===== src/pkg/ssw_pkg.sv =====
// ssw_pkg: constants, state encoding and state record of the supervisor
// assumes a single 100 MHz clock and digital comparator results at inputs
package ssw_pkg;

  // clock and timebase
  localparam int unsigned CLK_PERIOD_NS = 10;
  localparam int unsigned TICK_US = 100;
  localparam int unsigned TICK_CYCLES_DEF = TICK_US * 1000 / CLK_PERIOD_NS;
  localparam int unsigned DIV_W = 16;

  // reset hold time options, in microseconds
  localparam int unsigned HOLD_OPT0_US = 1400;
  localparam int unsigned HOLD_OPT1_US = 28000;
  localparam int unsigned HOLD_OPT2_US = 200000;
  localparam int unsigned HOLD_OPT3_US = 1600000;
  localparam logic [1:0] HOLD_SEL_DEF = 2'h0;

  // watchdog timeout default, microseconds (option value of our own)
  localparam int unsigned WD_TIMEOUT_US_DEF = 1600000;

  // timebase counter widths
  localparam int unsigned CNT_W = 24;

  // reset values
  localparam logic [CNT_W-1:0] CNT_RST = 24'h000000;
  localparam logic KICK_RST = 1'b0;
  localparam logic LOW_LINE_RST = 1'b0;

  typedef enum logic [1:0] {
    SSW_HOLD = 2'b00,
    SSW_STRETCH = 2'b01,
    SSW_RUN = 2'b10
  } ssw_state_e;

  typedef struct packed {
    ssw_state_e state;
    logic [CNT_W-1:0] holdCnt;
    logic [CNT_W-1:0] wdCnt;
    logic kickPrev;
    logic resetOut;
    logic lowLineN;
  } ssw_state_s;

endpackage


===== src/hw/ssw_supervisor.sv =====
// ssw_supervisor: reset supervisor with hold stretch, low-line warning
// and activity watchdog
// assumes comparator results and the kick line are synchronous to clk
`timescale 1ns/1ps

// What this block does
// - reset asserted at power-up, power-down, brownout
// - reset held while supply low or manual
// - active-high variant is exact inverse
// - warning low below low-line threshold
// - no kick edge for timeout triggers reset
// - hold and timeout fixed by parameters
// - hold option picks 1.4/28/200/1600 ms
module ssw_supervisor #(
  parameter logic ACTIVE_HIGH = 1'b0,
  parameter logic [1:0] HOLD_SEL = ssw_pkg::HOLD_SEL_DEF,
  parameter int unsigned WD_TIMEOUT_US = ssw_pkg::WD_TIMEOUT_US_DEF,
  parameter int unsigned TICK_CYCLES = ssw_pkg::TICK_CYCLES_DEF
) (
  // clock and reset
  input wire logic clk,
  input wire logic reset_n,
  // comparator results and manual reset request
  input wire logic supplyOk,
  input wire logic supplyAboveLowLine,
  input wire logic manualResetIn,
  // processor activity
  input wire logic watchdogKickIn,
  // supervisor outputs
  output logic resetOut,
  output logic lowLineWarningN
);

  function automatic logic [ssw_pkg::CNT_W-1:0] holdTicks(
    input logic [1:0] sel
  );
    int unsigned us;
    case (sel)
      2'h0: us = ssw_pkg::HOLD_OPT0_US;
      2'h1: us = ssw_pkg::HOLD_OPT1_US;
      2'h2: us = ssw_pkg::HOLD_OPT2_US;
      2'h3: us = ssw_pkg::HOLD_OPT3_US;
      default: us = ssw_pkg::HOLD_OPT0_US;
    endcase
    return ssw_pkg::CNT_W'(us / ssw_pkg::TICK_US);
  endfunction

  localparam logic [ssw_pkg::CNT_W-1:0] HOLD_LAST =
    holdTicks(HOLD_SEL) - 24'h000001;
  localparam logic [ssw_pkg::CNT_W-1:0] WD_LAST =
    ssw_pkg::CNT_W'(WD_TIMEOUT_US / ssw_pkg::TICK_US - 1);
  localparam logic RST_ACTIVE = ACTIVE_HIGH;

  ssw_pkg::ssw_state_s s_r;
  ssw_pkg::ssw_state_s s_nxt;
  logic tick;
  logic divClr;
  logic kick;
  logic bad;

  // shared timebase
  ssw_tick_div #(
    .TICK_CYCLES(TICK_CYCLES)
  ) u_div (
    .clk(clk),
    .reset_n(reset_n),
    .clr(divClr),
    .tick(tick)
  );

  // outputs straight from the state register
  assign resetOut = s_r.resetOut;
  assign lowLineWarningN = s_r.lowLineN;

  // next state and counters
  always_comb begin
    s_nxt = s_r;
    divClr = 1'b0;
    s_nxt.kickPrev = watchdogKickIn;
    kick = watchdogKickIn != s_r.kickPrev;
    // any low supply or manual request
    bad = !supplyOk || manualResetIn;
    case (s_r.state)
      ssw_pkg::SSW_HOLD: begin
        s_nxt.holdCnt = '0;
        s_nxt.wdCnt = '0;
        if (!bad) begin
          s_nxt.state = ssw_pkg::SSW_STRETCH;
          divClr = 1'b1;
        end
      end
      ssw_pkg::SSW_STRETCH: begin
        s_nxt.wdCnt = '0;
        if (bad) begin
          s_nxt.state = ssw_pkg::SSW_HOLD;
          s_nxt.holdCnt = '0;
        end else if (tick) begin
          if (s_r.holdCnt == HOLD_LAST) begin
            s_nxt.state = ssw_pkg::SSW_RUN;
            s_nxt.holdCnt = '0;
            divClr = 1'b1;
          end else begin
            s_nxt.holdCnt = s_r.holdCnt + 24'h000001;
          end
        end
      end
      ssw_pkg::SSW_RUN: begin
        if (bad) begin
          s_nxt.state = ssw_pkg::SSW_HOLD;
          s_nxt.wdCnt = '0;
        end else if (kick) begin
          s_nxt.wdCnt = '0;
          divClr = 1'b1;
        end else if (tick) begin
          if (s_r.wdCnt == WD_LAST) begin
            s_nxt.state = ssw_pkg::SSW_STRETCH;
            s_nxt.wdCnt = '0;
            s_nxt.holdCnt = '0;
            divClr = 1'b1;
          end else begin
            s_nxt.wdCnt = s_r.wdCnt + 24'h000001;
          end
        end
      end
      default: begin
        s_nxt.state = ssw_pkg::SSW_HOLD;
        s_nxt.holdCnt = '0;
        s_nxt.wdCnt = '0;
      end
    endcase
    s_nxt.resetOut = (s_nxt.state != ssw_pkg::SSW_RUN) ? RST_ACTIVE
                                                       : !RST_ACTIVE;
    s_nxt.lowLineN = supplyAboveLowLine;
  end

  // state register, reset asserted from power-up
  always_ff @(posedge clk or negedge reset_n) begin
    if (!reset_n) begin
      s_r.state <= ssw_pkg::SSW_HOLD;
      s_r.holdCnt <= ssw_pkg::CNT_RST;
      s_r.wdCnt <= ssw_pkg::CNT_RST;
      s_r.kickPrev <= ssw_pkg::KICK_RST;
      s_r.resetOut <= RST_ACTIVE;
      s_r.lowLineN <= ssw_pkg::LOW_LINE_RST;
    end else begin
      s_r <= s_nxt;
    end
  end

  // assertion helper: cycles spent in the stretch state
  logic [31:0] stretchCyc;
  always_ff @(posedge clk or negedge reset_n) begin
    if (!reset_n) begin
      stretchCyc <= 32'h00000000;
    end else if (s_r.state == ssw_pkg::SSW_STRETCH) begin
      stretchCyc <= stretchCyc + 32'h00000001;
    end else begin
      stretchCyc <= 32'h00000000;
    end
  end

  localparam logic [31:0] HOLD_CYC_LAST =
    32'(holdTicks(HOLD_SEL) * TICK_CYCLES - 1);

  property p_hold_while_bad;
    @(posedge clk) disable iff (!reset_n)
    (!supplyOk || manualResetIn) |=> resetOut == RST_ACTIVE;
  endproperty
  a_hold_while_bad: assert property (p_hold_while_bad)
    else $error("reset not asserted while supply or manual low");

  property p_release_after_hold;
    @(posedge clk) disable iff (!reset_n)
    (s_r.state == ssw_pkg::SSW_RUN &&
     $past(s_r.state) == ssw_pkg::SSW_STRETCH)
      |-> $past(stretchCyc) == HOLD_CYC_LAST;
  endproperty
  a_release_after_hold: assert property (p_release_after_hold)
    else $error("reset released before a full hold time");

  property p_polarity;
    @(posedge clk) disable iff (!reset_n)
    resetOut == (ACTIVE_HIGH ? (s_r.state != ssw_pkg::SSW_RUN)
                             : (s_r.state == ssw_pkg::SSW_RUN));
  endproperty
  a_polarity: assert property (p_polarity)
    else $error("reset output polarity wrong for variant");

  property p_low_line;
    @(posedge clk) disable iff (!reset_n)
    !supplyAboveLowLine |=> !lowLineWarningN;
  endproperty
  a_low_line: assert property (p_low_line)
    else $error("warning not low below low-line threshold");

  property p_low_line_clear;
    @(posedge clk) disable iff (!reset_n)
    supplyAboveLowLine |=> lowLineWarningN;
  endproperty
  a_low_line_clear: assert property (p_low_line_clear)
    else $error("warning low above low-line threshold");

  property p_wd_trip;
    @(posedge clk) disable iff (!reset_n)
    (s_r.state == ssw_pkg::SSW_RUN && !bad && !kick && tick &&
     s_r.wdCnt == WD_LAST)
      |=> s_r.state == ssw_pkg::SSW_STRETCH ##1 resetOut == RST_ACTIVE;
  endproperty
  a_wd_trip: assert property (p_wd_trip)
    else $error("watchdog expiry did not trigger reset");

  property p_wd_restart;
    @(posedge clk) disable iff (!reset_n)
    (s_r.state == ssw_pkg::SSW_RUN && !bad && kick) |=> s_r.wdCnt == '0;
  endproperty
  a_wd_restart: assert property (p_wd_restart)
    else $error("watchdog not restarted by kick edge");

  property p_wd_held;
    @(posedge clk) disable iff (!reset_n)
    (s_r.state != ssw_pkg::SSW_RUN) |-> s_r.wdCnt == '0;
  endproperty
  a_wd_held: assert property (p_wd_held)
    else $error("watchdog counting while reset asserted");

  property p_brownout;
    @(posedge clk) disable iff (!reset_n)
    (s_r.state == ssw_pkg::SSW_RUN && !supplyOk)
      |=> s_r.state == ssw_pkg::SSW_HOLD ##1 resetOut == RST_ACTIVE;
  endproperty
  a_brownout: assert property (p_brownout)
    else $error("brownout did not assert reset");

endmodule // ssw_supervisor


===== src/hw/ssw_tick_div.sv =====
// ssw_tick_div: free-running timebase, one-cycle tick every TICK_CYCLES
// assumes clr is a synchronous restart driven from the same clock
`timescale 1ns/1ps
module ssw_tick_div #(
  parameter int unsigned TICK_CYCLES = ssw_pkg::TICK_CYCLES_DEF
) (
  // clock and reset
  input wire logic clk,
  input wire logic reset_n,
  // control
  input wire logic clr,
  // timebase
  output logic tick
);

  typedef struct packed {
    logic [ssw_pkg::DIV_W-1:0] cnt;
  } ssw_div_s;

  localparam logic [ssw_pkg::DIV_W-1:0] LAST =
    ssw_pkg::DIV_W'(TICK_CYCLES - 1);

  ssw_div_s s_r;
  ssw_div_s s_nxt;

  // tick marks the last cycle of each period; left ungated by clr,
  // since the user derives clr from tick and gating would close a loop
  assign tick = (s_r.cnt == LAST);

  // count up, wrap on tick, restart on clear
  always_comb begin
    s_nxt = s_r;
    if (clr || s_r.cnt == LAST) begin
      s_nxt.cnt = '0;
    end else begin
      s_nxt.cnt = s_r.cnt + 1'b1;
    end
  end

  // state register
  always_ff @(posedge clk or negedge reset_n) begin
    if (!reset_n) begin
      s_r <= '0;
    end else begin
      s_r <= s_nxt;
    end
  end

endmodule // ssw_tick_div


===== config.mk =====
export PLATFORM = sky130hd
export DESIGN_NAME = ssw_supervisor
export DESIGN_NICKNAME = d
export VERILOG_FILES = /design/src/pkg/ssw_pkg.sv /design/src/hw/ssw_supervisor.sv /design/src/hw/ssw_tick_div.sv
export SDC_FILE = /design/constraint.sdc
export NUM_CORES = 1
export LEC_CHECK = 0
export BUFFER_PORTS_ARGS = -buffer_cell sky130_fd_sc_hd__buf_2
export CORE_MARGIN = 2
export CORE_UTILIZATION = 40
export DETAILED_ROUTE_END_ITERATION = 10
export RECOVER_POWER = 50
export SYNTH_ARGS = -nofsm -noshare
export SYNTH_HDL_FRONTEND = slang
export SYNTH_HIERARCHICAL = 1
export SYNTH_SLANG_ARGS = --single-unit

===== constraint.sdc =====
create_clock -name clk -period 3.6 [get_ports clk]
set_clock_uncertainty 0.2 [all_clocks]
set_input_delay 0.18 -clock clk [delete_from_list [all_inputs] [get_ports clk]]
set_output_delay 0.18 -clock clk [all_outputs]
set_load 0.01 [all_outputs]

==> results.yml <==
timing:
  worstMarginPinSlew_ns: 1.586
  fin_crit_sh_pct: 90.29
  finalWorstPathRequiredPeriod_ns: 3.250
  fmax_mhz: 307.7
  rsz0062_at_grt: "no"
  slew-limit-headroom_pct: -5.719
  timing.setup.tns_ns: 0
  setup-violations-final: 0
  maxSlewViolCount: 31
  finalHoldViolations: 0
  timing.hold.ws_ns: 0.1248
synthesis:
  postSynth.asyncResetShare_pct: 100.0
  synth_largest_type_area_fraction_pct: 45.19
  netlist_area_sq_um: 3821
  syn-num-nets: 421
  ys_top_cells_by_area: "dfrtp_1 45%, nor2_1 5.8%, xor2_1 4.4%"
  synth_seq_cells: 69
  synth_flop_cell: "dfrtp_1"
  synth-edff-count: 0
  synth_largest_area_cell: "dfrtp_1"
  post-synth-top-count-cell: "dfrtp_1"
  synth_cell_types: 60
  avgSynthCellArea_sq_um: 9.297
  synth-seq-area-share_pct: 45.19
  synth.cells.most_frequent: "69 x dfrtp_1, 59 x nor2_1, 41 x nand2_1, 23 x o21ai_0"
  synthesis.instances: 411
  synth.yosys.warnings: 6
clock_tree:
  cts_num_sinks: 69
  cts_buffers: 9
  tritoncts: "yes"
  cts_max_level: 3
  ctsLongestPathBuffers: 2
  clkSlewWorstSetupHoldPaths_ns: 0.07
  cts_setup_buffers: 0
  clk_root_buffer_cell: "clkbuf_8"
  clkLatencyLatePin_ns: 0.35
finish:
  synthToLayoutAreaGrowth_pct: 11.62
  post_route_cells_drive_above_1_share_pct: 9.447
  antenna_cells: 0
  fillerInstances: 900
  utilization_after_layout_pct: 46.16
  non_filler_cells_in_the_finished_layout: 563
  final_design_area_no_fill_sq_um: 4265
  final_net_count: 439
floorplanning:
  die_area_sq_um: 10350
  die_width_microns: 101.7
  row_count: 35
  core-area_sq_um: 9240
  floorplan.die.height_microns: 101.7
  design.portCount: 8
  floorplan.initialDensity_pct: 41.35
critical_path:
  worst_ep_required_time_ns: 3.64
  crit_start: "u_div/s_r[6]"
  crit_chain: "or4_1 -> nor4_2 -> buf_4 -> inv_1 -> and2_4 -> or4_4 -> o21ai_4 -> nor2_1 -> a2111oi_2"
  critPathArrivalTime_ns: 3.29
  worst_path_largest_cell_delay_ns: 0.55
  timing.critical_path.to_type: "flop"
  peak_fanout_along_the_critical_path: 10
  worstSetupStartpointType: "flop"
  worst_r2r_startpoint: "u_div/s_r[6]"
  setup.worst_path.class: "flop to flop"
  cpMaxStageDelayCell: "or4_1"
global_routing:
  grt_first_pass_wirelength_microns: 14280
  grt_use_met3_pct: 3.451
  maximum_number_of_pins_on_one_net_before_global_route_repair: 31
  grt_antenna_before_repair: 0
  top_usage_layer: "met2"
  grt_pass1_vias: 2961
  grt_util_all_layers_pct: 17.54
  grt_util_met2_pct: 26.21
  grtUsageMet1_pct: 24.97
  global_route.overflow_total: 0
worst_hold_path:
  holdCritStartpoint: "manualResetIn"
  hold_class: "input pin to flop"
pwr:
  share_clk_of_total_power_pct: 46.1
  ir_worst_vdd_mv: 0.2027
  seqPwrFrac_pct: 48.8
  p_sw_share_pct: 21.88
  power.net_switching_uw: 365.6
  comb_power_share_pct: 5.1
  power.density_nw_per_um2: 391.6
  total_leakage_power_nw: 1.631
  p_int_mw: 1.305
placed_design:
  post_dp_cell_area_sq_um: 3988
  finalWeightedCongestion: 0.8434
  buffer_ports.inserted: 7
  dp_cells: 542
  detailed_place_hpwl_microns: 5763
job:
  cap_viol_max_count: 1
drt:
  detail_route.drc_violations: 0
  route.detailed.wl_per_inst_microns: 14.52
  vias_per_cell: 5.469
  drt_pass1_iterations: 4
  drt-initial-drc-count: 163
  detailed_route_via_count: 3079
  drtAntennaViolNets: 0
  postRouteWirelength_microns: 8174
outcome:
  failed_checks: "max-capacitance violations, max-slew violations"
  run_status: "finished with violations"
-- logic make-up after synthesis --
| kind of cell | share of synthesized area (%) |
|---|---|
| compound gates | 13.03 |
| xor+xnor | 8.677 |
| fa+ha+maj | 1.310 |
| buf+inv | 2.750 |
| flops | 45.19 |
| simple gates | 29.04 |
-- power groups by stage --
stage               clock network, mW  registers, mW  logic [mW]
floorplan                           0          0.826      0.0538
global placement                    0          0.829      0.0821
detailed placement                  0          0.830      0.0841
CTS                             0.797          0.815      0.0887
global route                    0.824          0.818      0.0990
finish                          0.770          0.815      0.0849
-- worst paths after layout --
check                          endpoint  slack (ns)  depth (start not counted)
min                            resetOut        0.12                          3
max reg2reg                     s_r[44]        0.35                          9
max in group asynchronous       s_r[29]        0.76                          3
max                             s_r[44]        0.35                          9
min in group asynchronous  u_div/s_r[8]        0.39                          2
min reg2reg                u_div/s_r[0]        0.26                          1
-- repair_timing --
action | in CTS | in global routing
setup endpoints to repair | 0 | 6
hold endpoints to repair | 23 | 0
gates resized for setup | 0 | 1
hold buffers | 5 | 0
-- sequential cells by signal, indices dropped and copies added (netlist names) --
register and flops:
lowLineWarningN 1, u_div/s_r 16, s_r 51, resetOut 1
-- placed cells by master (no fill, tap or decap), types with 3 or more instances in the layout --
cell	n
a2111oi_2	3
nor3_1	11
o31ai_1	5
clkbuf_8	10
nor2b_1	4
o211ai_1	5
buf_4	3
or2_2	5
bufinv_16	3
dlygate4sd3_1	5
clkbuf_1	8
xnor2_1	17
or4_1	5
a21oi_1	19
nand2_1	41
xor2_1	19
nor3b_1	3
o21ai_0	23
and2_1	3
buf_2	3
or3_1	7
nand2b_1	5
nand3_1	11
dfrtp_1	69
nor2_1	59
nor4_1	13
and4_1	4
and3_1	4
inv_1	10
ha_1	4
nand4_1	18
-- through the flow --
step                      total power, mW  setup slack, ns
after CTS                           1.701           0.1835
after global placement             0.9110           0.3018
after detailed placement           0.9142           0.2079
final                               1.670           0.3496
after floorplan                    0.8796           0.5647
after global routing                1.741           0.1588
-- layer usage --
layer  up-vias  wire length [microns]  part of all wire, %
li1       1517                      -                    -
met5         -                      0                    0
met1      1503                   4124                   50
met4         0                    125                  1.5
met2        51                   3663                   45
met3         8                    260                  3.2
-- area by class of cell --
| type | count | area [sq um] | area share (%) |
|---|---|---|---|
| Clock inverter | 4 | 95.09 | 2.229 |
| Multi-Input combinational cell | 322 | 1989 | 46.64 |
| Sequential cell | 69 | 1727 | 40.48 |
| Timing Repair Buffer | 17 | 110.1 | 2.581 |
| Clock buffer | 12 | 145.1 | 3.403 |
| Inverter | 10 | 37.54 | 0.8800 |
| Tap cell | 129 | 161.4 | 3.784 |
-- critical path: cells and delay by family, from the launching register on --
kind                   cells  cell delay (ns)
buffers and inverters      2             0.33
DFF                        1             0.43
and+or+nand+nor            5             1.58
AOI/OAI and AO/OA          2             0.60
Note: power is estimated with default switching activity, not from simulation.
